<file path="config.mk">
export PLATFORM = sky130hd
export DESIGN_NAME = sbc_ctrl
export DESIGN_NICKNAME = d
export VERILOG_FILES = /design/src/sbc_pkg.sv /design/src/sbc_ctrl.sv /design/src/sbc_soft_ramp.sv
export VERILOG_INCLUDE_DIRS = /design/src
export SDC_FILE = /design/constraint.sdc
export NUM_CORES = 1
export LEC_CHECK = 0
export BUFFER_PORTS_ARGS = -buffer_cell sky130_fd_sc_hd__buf_2
export CELL_PAD_IN_SITES_DETAIL_PLACEMENT = 1
export CELL_PAD_IN_SITES_GLOBAL_PLACEMENT = 1
export CORE_ASPECT_RATIO = 1.2
export CORE_MARGIN = 5
export CORE_UTILIZATION = 40
export CTS_CLUSTER_DIAMETER = 30
export DETAILED_ROUTE_END_ITERATION = 10
export MAX_ROUTING_LAYER = met4
export PLACE_DENSITY = 0.84
export REMOVE_ABC_BUFFERS = 1
export SETUP_SLACK_MARGIN = 0.15
export SLEW_MARGIN = 5
export SYNTH_ARGS = -nofsm -noshare
export SYNTH_HDL_FRONTEND = slang
export SYNTH_HIERARCHICAL = 1
export SYNTH_SLANG_ARGS = --single-unit
</file>
<file path="constraint.sdc">
create_clock -name aclk -period 4 [get_ports aclk]
set_clock_uncertainty 0.2 [all_clocks]
set_input_delay 0.8 -clock aclk [delete_from_list [all_inputs] [get_ports aclk]]
set_output_delay 0.8 -clock aclk [all_outputs]
set_load 0.005 [all_outputs]
</file>
<file path="src/sbc_map.svh">
// register offsets, field positions, reset values and timing counts of the commutation block
`ifndef SBC_MAP_SVH
`define SBC_MAP_SVH

// ----------------------------------------------------------------------
// clock and timing
// ----------------------------------------------------------------------
`define SBC_CLK_HZ 20000000
`define SBC_LOCK_ON_MS 2000
`define SBC_LOCK_OFF_MS 4000
`define SBC_STOP_MS 100
`define SBC_LOCK_ON_CYC (`SBC_LOCK_ON_MS * (`SBC_CLK_HZ / 1000))
`define SBC_LOCK_OFF_CYC (`SBC_LOCK_OFF_MS * (`SBC_CLK_HZ / 1000))
`define SBC_STOP_CYC (`SBC_STOP_MS * (`SBC_CLK_HZ / 1000))
`define SBC_START_EDGES 3'h6
`define SBC_LAST_STEP 3'h5
`define SBC_HALF_STEP 3'h3

// ----------------------------------------------------------------------
// register map
// ----------------------------------------------------------------------
`define SBC_AW 8
`define SBC_CTRL_OFS 8'h00
`define SBC_STAT_OFS 8'h04
`define SBC_IRQ_STAT_OFS 8'h08
`define SBC_IRQ_MASK_OFS 8'h0c
`define SBC_COMM_CNT_OFS 8'h10
`define SBC_CTRL_EN_BIT 0
`define SBC_CTRL_STEP_LSB 4
`define SBC_CTRL_STEP_MSB 11
`define SBC_CTRL_MASK 32'h00000ff1
`define SBC_CTRL_RST 32'h00000101
`define SBC_RESP_OKAY 2'h0
`define SBC_RESP_SLVERR 2'h2

// ----------------------------------------------------------------------
// interrupt status bits
// ----------------------------------------------------------------------
`define SBC_IRQ_W 6
`define SBC_IRQ_OTP_ON 0
`define SBC_IRQ_OTP_OFF 1
`define SBC_IRQ_LOCK 2
`define SBC_IRQ_ILIM 3
`define SBC_IRQ_SAVE 4
`define SBC_IRQ_RUN 5

`endif

</file>
<file path="src/sbc_pkg.sv">
// types of the commutation block
package sbc_pkg;

  typedef enum logic [2:0] {
    SBC_ST_SAVE  = 3'b000,
    SBC_ST_START = 3'b001,
    SBC_ST_RUN   = 3'b010,
    SBC_ST_LOCK  = 3'b011,
    SBC_ST_OTP   = 3'b100
  } sbc_state_t;

  typedef logic [2:0] sbc_step_t;

endpackage : sbc_pkg

</file>
<file path="src/sbc_ctrl.sv">
// sensorless three-phase commutation controller with axi4-lite registers
//
// The AXI4-Lite interface to the registers and the register addresses were left to the implementer.
`timescale 1ns/1ps
`include "sbc_map.svh"
// Functional notes
// - over-temperature indication turns every phase output off, non-driving.
// - leave over-temperature once the low-threshold indication shows, resume driving.
// - direction high steps phases U,V,W; low steps U,W,V.
// - a floating direction input reads as low.
// - drive is on while the speed input is high, off while low.
// - a floating speed input reads as high, full speed.
// - speed input low lets motor coast; once stopped, enter power saving.
// - ramp current between outgoing and incoming phase at each commutation.
// - current-sense trip cuts the drive until the next speed pulse.
// - startup oscillator ticks set the commutation rate during startup.
// - in run, each position comparator edge times the next commutation.
// - tach output toggles with commutation like a hall sensor signal.
// - internal counter times lock drive-on and drive-off intervals.
// - drive-on interval without rotation lasts two seconds.
// - drive-off interval after a failed attempt lasts four seconds.

module sbc_ctrl import sbc_pkg::*; #(
  parameter int LOCK_ON_CYC = `SBC_LOCK_ON_CYC,
  parameter int LOCK_OFF_CYC = `SBC_LOCK_OFF_CYC,
  parameter int STOP_CYC = `SBC_STOP_CYC
) (
  input wire logic aclk,
  input wire logic aresetn,
  input wire logic [`SBC_AW-1:0] s_axi_awaddr,
  input wire logic s_axi_awvalid,
  output logic s_axi_awready,
  input wire logic [31:0] s_axi_wdata,
  input wire logic [3:0] s_axi_wstrb,
  input wire logic s_axi_wvalid,
  output logic s_axi_wready,
  output logic [1:0] s_axi_bresp,
  output logic s_axi_bvalid,
  input wire logic s_axi_bready,
  input wire logic [`SBC_AW-1:0] s_axi_araddr,
  input wire logic s_axi_arvalid,
  output logic s_axi_arready,
  output logic [31:0] s_axi_rdata,
  output logic [1:0] s_axi_rresp,
  output logic s_axi_rvalid,
  input wire logic s_axi_rready,
  input wire logic pwm_in,
  input wire logic pwm_in_floating,
  input wire logic dir_in,
  input wire logic dir_in_floating,
  input wire logic osc_in,
  input wire logic position_comparator_in,
  input wire logic thermal_over_hi,
  input wire logic thermal_below_lo,
  input wire logic current_limit_trip,
  output logic phase_a_drive_hi,
  output logic phase_a_drive_lo,
  output logic phase_b_drive_hi,
  output logic phase_b_drive_lo,
  output logic phase_c_drive_hi,
  output logic phase_c_drive_lo,
  input wire logic tach_pulse_out_in,
  output logic tach_pulse_out_out,
  output logic tach_pulse_out_oe,
  output logic irq
);

  // ----------------------------------------------------------------------
  // timer sizing
  // ----------------------------------------------------------------------
  localparam int TMAX0 = (LOCK_OFF_CYC > LOCK_ON_CYC) ? LOCK_OFF_CYC : LOCK_ON_CYC;
  localparam int TMAX = (STOP_CYC > TMAX0) ? STOP_CYC : TMAX0;
  localparam int TW = $clog2(TMAX + 1);
  localparam logic [TW-1:0] ON_LAST = TW'(LOCK_ON_CYC - 1);
  localparam logic [TW-1:0] OFF_LAST = TW'(LOCK_OFF_CYC - 1);
  localparam logic [TW-1:0] STOP_LAST = TW'(STOP_CYC - 1);

  // ----------------------------------------------------------------------
  // declarations
  // ----------------------------------------------------------------------
  sbc_state_t st_q;
  sbc_state_t st_d;
  sbc_step_t step_q;
  sbc_step_t prev_q;
  sbc_step_t step_nx;
  logic [TW-1:0] tmr_q;
  logic [2:0] edges_q;
  logic osc_q;
  logic cmp_q;
  logic pwm_q;
  logic cl_q;
  logic tach_low_q;
  logic [2:0] hi_q;
  logic [2:0] lo_q;
  logic [2:0] hi_d;
  logic [2:0] lo_d;
  logic [31:0] ctrl_q;
  logic [`SBC_IRQ_W-1:0] irq_stat_q;
  logic [`SBC_IRQ_W-1:0] irq_mask_q;
  logic [`SBC_IRQ_W-1:0] ev;
  logic [31:0] comm_cnt_q;
  logic aw_full_q;
  logic w_full_q;
  logic [`SBC_AW-1:0] awaddr_q;
  logic [31:0] wdata_q;
  logic [3:0] wstrb_q;
  logic bvalid_q;
  logic [1:0] bresp_q;
  logic rvalid_q;
  logic [31:0] rdata_q;
  logic [1:0] rresp_q;
  logic pwm_eff;
  logic dir_eff;
  logic osc_rise;
  logic cmp_edge;
  logic pwm_rise;
  logic comm;
  logic driving;
  logic active;
  logic rise;
  logic fall;
  logic st_chg;
  logic tmr_clr;
  logic wr_fire;
  logic [31:0] wmask;
  logic [31:0] wbits;
  logic [31:0] stat_word;
  logic [31:0] rd_word;
  logic rd_hit;
  logic wr_hit;
  logic [5:0] wa;
  logic [5:0] ra;

  // ----------------------------------------------------------------------
  // commutation table
  // ----------------------------------------------------------------------
  function automatic logic [1:0] hi_of(input sbc_step_t s);
    case (s)
      3'h0, 3'h1: hi_of = 2'h0;
      3'h2, 3'h3: hi_of = 2'h1;
      default: hi_of = 2'h2;
    endcase
  endfunction : hi_of

  function automatic logic [1:0] lo_of(input sbc_step_t s);
    case (s)
      3'h0: lo_of = 2'h1;
      3'h1, 3'h2: lo_of = 2'h2;
      3'h3, 3'h4: lo_of = 2'h0;
      default: lo_of = 2'h1;
    endcase
  endfunction : lo_of

  // ----------------------------------------------------------------------
  // pin conditioning
  // ----------------------------------------------------------------------
  assign pwm_eff = pwm_in_floating | pwm_in;
  assign dir_eff = ~dir_in_floating & dir_in;
  assign osc_rise = osc_in & ~osc_q;
  assign cmp_edge = position_comparator_in ^ cmp_q;
  assign pwm_rise = pwm_eff & ~pwm_q;

  // ----------------------------------------------------------------------
  // commutation step
  // ----------------------------------------------------------------------
  // direction is followed live; the host keeps it still while spinning
  assign step_nx = dir_eff ?
    ((step_q == `SBC_LAST_STEP) ? 3'h0 : 3'(step_q + 3'h1)) :
    ((step_q == 3'h0) ? `SBC_LAST_STEP : 3'(step_q - 3'h1));
  assign comm = ((st_q == SBC_ST_START) & osc_rise) |
    ((st_q == SBC_ST_RUN) & cmp_edge);

  always_ff @(posedge aclk) begin
    if (!aresetn) begin
      step_q <= 3'h0;
      prev_q <= 3'h0;
      tach_low_q <= 1'b0;
      comm_cnt_q <= 32'h0;
    end else if (comm) begin
      prev_q <= step_q;
      step_q <= step_nx;
      tach_low_q <= (step_nx >= `SBC_HALF_STEP);
      comm_cnt_q <= comm_cnt_q + 32'h1;
    end
  end

  sbc_soft_ramp #(
    .W(8)
  ) u_ramp (
    .aclk(aclk),
    .aresetn(aresetn),
    .restart(comm),
    .step(ctrl_q[`SBC_CTRL_STEP_MSB:`SBC_CTRL_STEP_LSB]),
    .rise(rise),
    .fall(fall)
  );

  // ----------------------------------------------------------------------
  // phase drive
  // ----------------------------------------------------------------------
  assign driving = (st_q == SBC_ST_START) | (st_q == SBC_ST_RUN);
  assign active = driving & ctrl_q[`SBC_CTRL_EN_BIT] & pwm_eff &
    ~cl_q & ~current_limit_trip;

  // incoming phase ramps up while the outgoing one ramps down
  for (genvar p = 0; p < 3; p++) begin : g_phase
    assign hi_d[p] = active & ((hi_of(step_q) == 2'(p)) ? rise :
      ((hi_of(prev_q) == 2'(p)) & fall));
    assign lo_d[p] = active & ((lo_of(step_q) == 2'(p)) ? rise :
      ((lo_of(prev_q) == 2'(p)) & fall));
  end

  always_ff @(posedge aclk) begin
    if (!aresetn) begin
      hi_q <= 3'h0;
      lo_q <= 3'h0;
    end else begin
      hi_q <= hi_d;
      lo_q <= lo_d;
    end
  end

  assign phase_a_drive_hi = hi_q[0];
  assign phase_a_drive_lo = lo_q[0];
  assign phase_b_drive_hi = hi_q[1];
  assign phase_b_drive_lo = lo_q[1];
  assign phase_c_drive_hi = hi_q[2];
  assign phase_c_drive_lo = lo_q[2];
  assign tach_pulse_out_out = 1'b0;
  assign tach_pulse_out_oe = tach_low_q;

  // ----------------------------------------------------------------------
  // input history and current limit latch
  // ----------------------------------------------------------------------
  always_ff @(posedge aclk) begin
    if (!aresetn) begin
      osc_q <= 1'b0;
      cmp_q <= 1'b0;
      pwm_q <= 1'b0;
      cl_q <= 1'b0;
    end else begin
      osc_q <= osc_in;
      cmp_q <= position_comparator_in;
      pwm_q <= pwm_eff;
      // trip wins over the release at a new speed pulse
      cl_q <= current_limit_trip | (cl_q & ~pwm_rise);
    end
  end

  // ----------------------------------------------------------------------
  // motor state machine
  // ----------------------------------------------------------------------
  always_comb begin
    st_d = st_q;
    if (thermal_over_hi) begin
      st_d = SBC_ST_OTP;
    end else begin
      case (st_q)
        SBC_ST_SAVE: begin
          if (pwm_eff) begin
            st_d = SBC_ST_START;
          end
        end
        SBC_ST_START: begin
          if (edges_q == `SBC_START_EDGES) begin
            st_d = SBC_ST_RUN;
          end else if (!pwm_eff && tmr_q >= STOP_LAST) begin
            st_d = SBC_ST_SAVE;
          end else if (tmr_q >= ON_LAST) begin
            st_d = SBC_ST_LOCK;
          end
        end
        SBC_ST_RUN: begin
          if (!pwm_eff) begin
            if (tmr_q >= STOP_LAST) begin
              st_d = SBC_ST_SAVE;
            end
          end else if (tmr_q >= ON_LAST) begin
            st_d = SBC_ST_LOCK;
          end
        end
        SBC_ST_LOCK: begin
          if (tmr_q >= OFF_LAST) begin
            st_d = pwm_eff ? SBC_ST_START : SBC_ST_SAVE;
          end
        end
        SBC_ST_OTP: begin
          if (thermal_below_lo) begin
            st_d = pwm_eff ? SBC_ST_START : SBC_ST_SAVE;
          end
        end
        default: begin
          st_d = SBC_ST_SAVE;
        end
      endcase
    end
  end

  assign st_chg = (st_d != st_q);
  // in run the timer measures the gap between edges, elsewhere time in state
  assign tmr_clr = st_chg | ((st_q == SBC_ST_RUN) & cmp_edge);

  always_ff @(posedge aclk) begin
    if (!aresetn) begin
      st_q <= SBC_ST_SAVE;
      tmr_q <= '0;
      edges_q <= 3'h0;
    end else begin
      st_q <= st_d;
      if (tmr_clr) begin
        tmr_q <= '0;
      end else if (!(&tmr_q)) begin
        tmr_q <= tmr_q + TW'(1);
      end
      if (st_chg) begin
        edges_q <= 3'h0;
      end else if (cmp_edge && edges_q != `SBC_START_EDGES) begin
        edges_q <= edges_q + 3'h1;
      end
    end
  end

  // ----------------------------------------------------------------------
  // events and interrupt
  // ----------------------------------------------------------------------
  assign ev[`SBC_IRQ_OTP_ON] = st_chg & (st_d == SBC_ST_OTP);
  assign ev[`SBC_IRQ_OTP_OFF] = st_chg & (st_q == SBC_ST_OTP);
  assign ev[`SBC_IRQ_LOCK] = st_chg & (st_d == SBC_ST_LOCK);
  assign ev[`SBC_IRQ_ILIM] = current_limit_trip & driving;
  assign ev[`SBC_IRQ_SAVE] = st_chg & (st_d == SBC_ST_SAVE);
  assign ev[`SBC_IRQ_RUN] = st_chg & (st_d == SBC_ST_RUN);
  assign irq = |(irq_stat_q & irq_mask_q);

  // ----------------------------------------------------------------------
  // axi4-lite write channel
  // ----------------------------------------------------------------------
  assign s_axi_awready = ~aw_full_q;
  assign s_axi_wready = ~w_full_q;
  assign s_axi_bvalid = bvalid_q;
  assign s_axi_bresp = bresp_q;
  assign wr_fire = aw_full_q & w_full_q & ~bvalid_q;
  assign wa = awaddr_q[7:2];
  assign wmask = {{8{wstrb_q[3]}}, {8{wstrb_q[2]}}, {8{wstrb_q[1]}}, {8{wstrb_q[0]}}};
  assign wbits = wdata_q & wmask;
  assign wr_hit = (wa == `SBC_CTRL_OFS >> 2) | (wa == `SBC_STAT_OFS >> 2) |
    (wa == `SBC_IRQ_STAT_OFS >> 2) | (wa == `SBC_IRQ_MASK_OFS >> 2) |
    (wa == `SBC_COMM_CNT_OFS >> 2);

  always_ff @(posedge aclk) begin
    if (!aresetn) begin
      aw_full_q <= 1'b0;
      w_full_q <= 1'b0;
      awaddr_q <= '0;
      wdata_q <= 32'h0;
      wstrb_q <= 4'h0;
      bvalid_q <= 1'b0;
      bresp_q <= `SBC_RESP_OKAY;
    end else begin
      if (s_axi_awvalid && !aw_full_q) begin
        aw_full_q <= 1'b1;
        awaddr_q <= s_axi_awaddr;
      end else if (wr_fire) begin
        aw_full_q <= 1'b0;
      end
      if (s_axi_wvalid && !w_full_q) begin
        w_full_q <= 1'b1;
        wdata_q <= s_axi_wdata;
        wstrb_q <= s_axi_wstrb;
      end else if (wr_fire) begin
        w_full_q <= 1'b0;
      end
      if (wr_fire) begin
        bvalid_q <= 1'b1;
        bresp_q <= wr_hit ? `SBC_RESP_OKAY : `SBC_RESP_SLVERR;
      end else if (s_axi_bready) begin
        bvalid_q <= 1'b0;
      end
    end
  end

  // ----------------------------------------------------------------------
  // registers
  // ----------------------------------------------------------------------
  always_ff @(posedge aclk) begin
    if (!aresetn) begin
      ctrl_q <= `SBC_CTRL_RST;
      irq_mask_q <= '0;
      irq_stat_q <= '0;
    end else begin
      if (wr_fire && wa == (`SBC_CTRL_OFS >> 2)) begin
        ctrl_q <= ((ctrl_q & ~wmask) | wbits) & `SBC_CTRL_MASK;
      end
      if (wr_fire && wa == (`SBC_IRQ_MASK_OFS >> 2)) begin
        irq_mask_q <= (irq_mask_q & ~wmask[`SBC_IRQ_W-1:0]) | wbits[`SBC_IRQ_W-1:0];
      end
      // a new event outranks a clear in the same cycle
      if (wr_fire && wa == (`SBC_IRQ_STAT_OFS >> 2)) begin
        irq_stat_q <= (irq_stat_q & ~wbits[`SBC_IRQ_W-1:0]) | ev;
      end else begin
        irq_stat_q <= irq_stat_q | ev;
      end
    end
  end

  // ----------------------------------------------------------------------
  // axi4-lite read channel
  // ----------------------------------------------------------------------
  assign ra = s_axi_araddr[7:2];
  assign stat_word = {21'h0, step_q, 2'h0, tach_pulse_out_in, pwm_eff, dir_eff, st_q};
  assign rd_hit = (ra == `SBC_CTRL_OFS >> 2) | (ra == `SBC_STAT_OFS >> 2) |
    (ra == `SBC_IRQ_STAT_OFS >> 2) | (ra == `SBC_IRQ_MASK_OFS >> 2) |
    (ra == `SBC_COMM_CNT_OFS >> 2);
  assign rd_word =
    (ra == `SBC_CTRL_OFS >> 2) ? ctrl_q :
    (ra == `SBC_STAT_OFS >> 2) ? stat_word :
    (ra == `SBC_IRQ_STAT_OFS >> 2) ? 32'(irq_stat_q) :
    (ra == `SBC_IRQ_MASK_OFS >> 2) ? 32'(irq_mask_q) :
    (ra == `SBC_COMM_CNT_OFS >> 2) ? comm_cnt_q : 32'h0;
  assign s_axi_arready = ~rvalid_q;
  assign s_axi_rvalid = rvalid_q;
  assign s_axi_rdata = rdata_q;
  assign s_axi_rresp = rresp_q;

  always_ff @(posedge aclk) begin
    if (!aresetn) begin
      rvalid_q <= 1'b0;
      rdata_q <= 32'h0;
      rresp_q <= `SBC_RESP_OKAY;
    end else if (s_axi_arvalid && !rvalid_q) begin
      rvalid_q <= 1'b1;
      rdata_q <= rd_word;
      rresp_q <= rd_hit ? `SBC_RESP_OKAY : `SBC_RESP_SLVERR;
    end else if (s_axi_rready) begin
      rvalid_q <= 1'b0;
    end
  end

endmodule : sbc_ctrl

</file>
<file path="src/sbc_soft_ramp.sv">
// variable-duty ramp that hands current from the old phase to the new one
`timescale 1ns/1ps

module sbc_soft_ramp #(
  parameter int W = 8
) (
  input wire logic aclk,
  input wire logic aresetn,
  input wire logic restart,
  input wire logic [W-1:0] step,
  output logic rise,
  output logic fall
);

  logic [W-1:0] cnt_q;
  logic [W-1:0] lvl_q;
  logic [W-1:0] stp;
  logic [W:0] sum;
  logic [W-1:0] lvl_nx;
  logic full;

  // a zero step would freeze the handover at its start, old phase fully on
  assign stp = (step == '0) ? W'(1) : step;
  assign sum = {1'b0, lvl_q} + {1'b0, stp};
  assign lvl_nx = sum[W] ? '1 : sum[W-1:0];
  assign full = &lvl_q;
  assign rise = full | (cnt_q < lvl_q);
  assign fall = ~rise;

  always_ff @(posedge aclk) begin
    if (!aresetn) begin
      cnt_q <= '0;
      lvl_q <= '1;
    end else begin
      cnt_q <= cnt_q + W'(1);
      if (restart) begin
        lvl_q <= '0;
      end else if ((&cnt_q) && !full) begin
        lvl_q <= lvl_nx;
      end
    end
  end

endmodule : sbc_soft_ramp

</file>
[Yosys cells after proc, flatten, opt, wreduce, memory -nomap -nowiden]
Cells that the tools add are included.
Cells by class
  bitwise gates (word level): 69
  add/subtract/negate cells: 7
  reduce and logical (&&, ||, !) cells: 44
  multiplexer cells: 43
  equality and inequality tests: 35
  magnitude comparators: 5
Operators by type and width (number)
  32-bit two-way mux: 5
  3-bit two-way mux: 12
  32-bit by 1-bit adder with 32-bit output (second input constant): 1
  8-bit two-way mux: 4
  1-bit AND: 30
  27-bit by 1-bit adder with 27-bit output (second input constant): 1
  27-bit by 21-bit >= comparator with 1-bit output (second input constant): 1
  27-bit by 26-bit >= comparator with 1-bit output (second input constant): 1
  27-bit >= comparator (second input constant): 1
  27-bit AND reduction: 1
  12-bit AND: 2
  3-bit by 2-bit == test with 1-bit output (second input constant): 8
  6-bit by 2-bit == test with 1-bit output (second input constant): 4
  2-bit OR reduction: 10
  6-bit AND: 3
  3-bit == test (second input constant): 6
  6-bit OR: 3
  2-bit one-hot mux with 2 select lines: 4
  8-bit AND reduction: 2
  3-bit one-hot mux with 5 select lines: 1
  1-bit two-way mux: 14
  1-bit OR: 14
  6-bit by 1-bit == test with 1-bit output (second input constant): 2
  6-bit by 3-bit == test with 1-bit output (second input constant): 2
  other kinds (26): 71
Word-level totals
  word-level logic and storage cells: 231
  register bits: 181
  input port bits: 69
  output and inout bits: 50

[Longest topological paths before layout]
  word-level depth: 11
  depth in mapped cells: 11
  mapped depth without buffers: 10

[By module]
The synthesis kept the hierarchy.
By module, submodules not included
  sbc_ctrl: seq. area each 3223.1 µm², cells an instance 921, times used 1, area each 7507.2 µm²
  sbc_soft_ramp: seq. area each 320.3 µm², cells an instance 151, times used 1, area each 1265.0 µm²

[Worst setup path before layout]
Ideal clock, no wire load.
  path type: in2reg
  start: in position_comparator_in
  end: reg comm_cnt_q[29]
  buffers on the path: 0
  slack: 1137 ps
  required time: 3730 ps
  arrival time: 2593 ps
  stages: 6
  library setup time: 70 ps
  cell sequence: xor2_1 -> a31oi_1 -> nor4b_2 -> or3b_2 -> or3_1 -> a21oi_1
On the way
  word-level cells in the longest chain between the ends: 3
RTL lines
  from (decl): line sbc_ctrl.sv:52  | input wire logic position_comparator_in,
  1-bit XOR: line sbc_ctrl.sv:160  | assign cmp_edge = position_comparator_in ^ cmp_q;
  1-bit AND: line sbc_ctrl.sv:171  | ((st_q == SBC_ST_RUN) & cmp_edge);
  1-bit OR: line sbc_ctrl.sv:170  | assign comm = ((st_q == SBC_ST_START) & osc_rise) |
  to (signal assigned): line sbc_ctrl.sv:183  | comm_cnt_q <= comm_cnt_q + 32'h1;
  to (decl): line sbc_ctrl.sv:101  | logic [31:0] comm_cnt_q;
No other way between the ends.
A chain may end at the register's enable or synchronous reset.

[Worst setup path after layout]
  start: reg tmr_q[23]
  end: reg tmr_q[22]
On the way
  word-level cells in the longest chain between the ends: 9
  elaborated cells on any way between the ends: 16
  classes of those cells: 3 x order compare; 1 x eq/ne; 8 x mux; 1 x bitwise; 3 x reduce/logical
RTL lines
  from (decl): line sbc_ctrl.sv:86  | logic [TW-1:0] tmr_q;
  from (signal assigned): line sbc_ctrl.sv:313  | tmr_q <= tmr_q + TW'(1);
  27-bit by 26-bit >= comparator with 1-bit output or 27-bit by 21-bit >= comparator with 1-bit output (tied branches)
  3-bit two-way mux or 1-bit logical AND (tied branches): line sbc_ctrl.sv:269, sbc_ctrl.sv:278, sbc_ctrl.sv:267
  3-bit two-way mux: line sbc_ctrl.sv:267  | end else if (!pwm_eff && tmr_q >= STOP_LAST) begin
  3-bit two-way mux: line sbc_ctrl.sv:265  | if (edges_q == `SBC_START_EDGES) begin
  3-bit one-hot mux with 5 select lines: line sbc_ctrl.sv:258  | case (st_q)
  3-bit two-way mux: line sbc_ctrl.sv:255  | if (thermal_over_hi) begin
  3-bit != test: line sbc_ctrl.sv:299  | assign st_chg = (st_d != st_q);
  1-bit OR: line sbc_ctrl.sv:301  | assign tmr_clr = st_chg | ((st_q == SBC_ST_RUN) & cmp_edge);
  2-bit OR reduction (no line)
Parallel ways exist; a longest one is shown, timed or not.

==> impl_metrics.py <==
metrics = {
    "run_status": {
        "status": "complete, no violations",
    },
    "floorplanning": {
        "die-area_sq_mm": 0.0250,
        "rows": 59,
        "dieWidth_um": 145,
        "initial_core_util_pct": 40.6,
        "ios": 119,
        "core_sq_mm": 0.0216,
        "fp.dieH_um": 172,
    },
    "yosys": {
        "synth_area_per_cell_sq_um": 8.18,
        "synthDistinctLibCells": 70,
        "synthXorXnorAreaFrac_pct": 6.59,
        "synth-main-ff-cell": "dfxtp_1",
        "async_flop_share_pct": 0,
        "synthMuxAreaShare_pct": 3.41,
        "synth_edf_count": 0,
        "yosysWarnings": 6,
        "synth-adder-area-share_pct": 3.51,
        "synth-seq-area-share_pct": 40.4,
        "synth_top_family_by_area": "simple AND/OR/NAND/NOR gates",
        "synthSimpleGateAreaFrac_pct": 26.2,
        "synth_compound_area_share_pct": 14.9,
        "syn_area_sq_mm": 0.00877,
        "synthCells": 1072,
        "synth-seq-cells": 177,
    },
    "sta": {
        "worst_slew_pin_slew_ps": 1080,
        "report.final.hold_viol_count": 0,
        "fmax_mhz": 293,
        "relSlewSlack_pct": 27.1,
        "grt_setup_unrepaired": "no",
        "slew_viol_final": 0,
        "setup_viol": 0,
        "min_period_ps": 3420,
        "fin_tns_setup_ps": 0,
        "period_share_pct": 85.4,
    },
    "final_layout": {
        "instances_no_fill": 1418,
        "layout_commonest_cell": "dfxtp_1",
        "drive_gt1_share_pct": 14.0,
        "mostFrequentLayoutCells": "177 x dfxtp_1, 128 x nor2_1, 119 x nand2_1",
        "syn2layout_area_growth_pct": 13.9,
        "nNetsFinal": 1224,
        "fill_cells": 2633,
    },
    "setup_path": {
        "critical_path_arrival_ps": 3520,
        "r2r_cells": 8,
        "path_depth": 8,
        "crit_path_start_kind": "flip-flop",
        "cp.buffers_inverters": 1,
        "crit_chain": "or3_1 > or4_1 > a211oi_2 > a31oi_1 > o21ai_0 > a311o_1 > buf_4 > nor3_1",
        "crit_path_max_incr_delay_ps": 720,
        "critPathRequiredTime_ps": 4100,
        "cp_top_family": "compound AO/OA/AOI/OAI gates",
        "path_class": "flip-flop to flip-flop",
        "crit_fanout": 20,
        "critPathSlowestCell": "a311o_1",
        "crit_path_end_kind": "flip-flop",
    },
    "hold_path": {
        "hold_depth": 2,
        "worstHoldPathType": "flip-flop to flip-flop",
    },
    "clock_network": {
        "cts_hold_buf": 0,
        "cts_tree": "done",
        "numCtsBuffers": 17,
        "clock_sinks": 177,
        "clkTransAtPathRegs_ps": 70,
        "post-cts-setup-buffers": 0,
        "cts_max_level": 4,
        "clk-insertion-delay-late_ps": 440,
        "root_buffer": "clkbuf_16",
        "cts.path.max_buffers": 2,
        "ctsResizeCount": 0,
    },
    "route": {
        "drtIter0Drc": 335,
        "drc_errors": 0,
        "drt-total-wl_um": 25500,
        "avgViaCountPerCell": 5.64,
        "ant_nets": 0,
        "vias": 8000,
        "firstDrtPassIters": 4,
        "wl_per_cell_um": 18.0,
    },
    "placement": {
        "placement.io_buffers": 89,
        "place_hpwl_um": 18000,
        "gp_congestion": 0.835,
        "placed_cells": 1386,
    },
    "pwr": {
        "p_leak_uw": 0.00400,
        "ir_worst_vdd_mv": 0.355,
        "power_density_mw_per_mm2": 382,
    },
    "global_routing": {
        "grt_pass1_wl_um": 42100,
        "grt-ovfl-total": 0,
        "grt_max_degree": 58,
        "grt_use_total_pct": 20.9,
        "antenna_found_initial": 1,
        "grt_pass1_vias": 8403,
    },
    "job": {
        "max_cap_violations": 0,
    },
}
-- cells in the mapped netlist, types with 8 or more instances --
cell	count	area [sq um]
dfxtp_1	177	3540
nor2_1	128	480
nand2_1	119	447
a21oi_1	74	370
nand3_1	59	295
nor3_1	52	260
clkbuf_1	46	173
xnor2_1	36	315
inv_1	35	131
o21ai_0	31	155
xor2_1	30	263
ha_1	23	288
mux2i_1	22	220
nand4_1	16	100
nor2b_1	16	100
a211oi_1	14	105
and2_1	12	75.1
and3_1	11	68.8
nor4_1	9	56.3
o31ai_1	9	67.6
or3_1	9	56.3
a21o_1	8	60.1
a22oi_1	8	60.1
a31oi_1	8	50.1
buf_2	8	40.0
-- metrics by stage --
| step | power, uW | hold slack, ps | util (%) | worst slack (ps) | instance area, sq um |
|---|---|---|---|---|---|
| global placement | 2150 | 236 | 43.4 | 680 | 9400 |
| floorplan | 2030 | 236 | - | -341 | 8480 |
| detailed placement | 2160 | 246 | 43.4 | 616 | 9400 |
| CTS | 3850 | 255 | 46.2 | 599 | 9990 |
| finish | 3820 | 253 | 46.2 | 582 | 9990 |
| global route | 3960 | 283 | 46.2 | 391 | 9990 |
-- path summary, 6_finish.rpt --
| kind | from | slack [ps] | to |
|---|---|---|---|
| worst max-delay path | tmr_q[23] | 580 | tmr_q[22] |
| worst min-delay path | s_axi_rdata[25] | 250 | s_axi_rdata[25] |
| worst max register to register | tmr_q[23] | 580 | tmr_q[22] |
| worst min register to register | s_axi_rdata[25] | 250 | s_axi_rdata[25] |
-- flip-flops by register name, summed over array words and instances (netlist names), 6 cells and up, named ones only --
| signal | count |
|---|---|
| wdata_q | 12 |
| u_ramp/lvl_q | 8 |
| irq_stat_q | 6 |
| awaddr_q | 6 |
| u_ramp/cnt_q | 8 |
| comm_cnt_q | 32 |
| tmr_q | 27 |
| s_axi_rdata | 32 |
-- power breakdown --
group          switching (uW)  internal, uW  total [uW]
Sequential               38.7          1800        1840
Clock                     740           948        1690
Combinational             186           101         287
Total                     965          2850        3820
-- logic make-up after synthesis --
family                     count (synthesis)
and+or+nand+nor                          472
AOI/OAI and AO/OA                        201
DFF                                      177
buffers and inverters                    102
xor gates and xnor gates                  66
muxes                                     29
adders and majority gates                 24
other                                      1
-- metal layers --
| metal | GRT usage [%] | part of all wire (%) |
|---|---|---|
| met1 | 22.2 | 40 |
| met2 | 38.6 | 53 |
| met3 | 3.56 | 3.7 |
| met4 | 8.68 | 2.8 |
| met5 | - | 0 |
-- final cells by class --
| type | count | area (sq um) | share of cell area [%] |
|---|---|---|---|
| diodes | 1 | 2.50 | 0.0251 |
| inverters | 35 | 133 | 1.33 |
| clock inverters | 12 | 148 | 1.48 |
| flip-flops and latches | 177 | 3540 | 35.5 |
| repair buffers | 105 | 566 | 5.66 |
| well taps | 274 | 343 | 3.43 |
| multi-input cells | 795 | 4810 | 48.2 |
| clock buffers | 19 | 443 | 4.43 |
-- worst register-to-register path: stages, from the launching register on --
cell and delay, ps:
dfxtp_1 380, or3_1 410, or4_1 430, a211oi_2 310
a31oi_1 160, o21ai_0 180, a311o_1 720, buf_4 380
nor3_1 100
No activity file was read; power rests on OpenSTA's default activity.
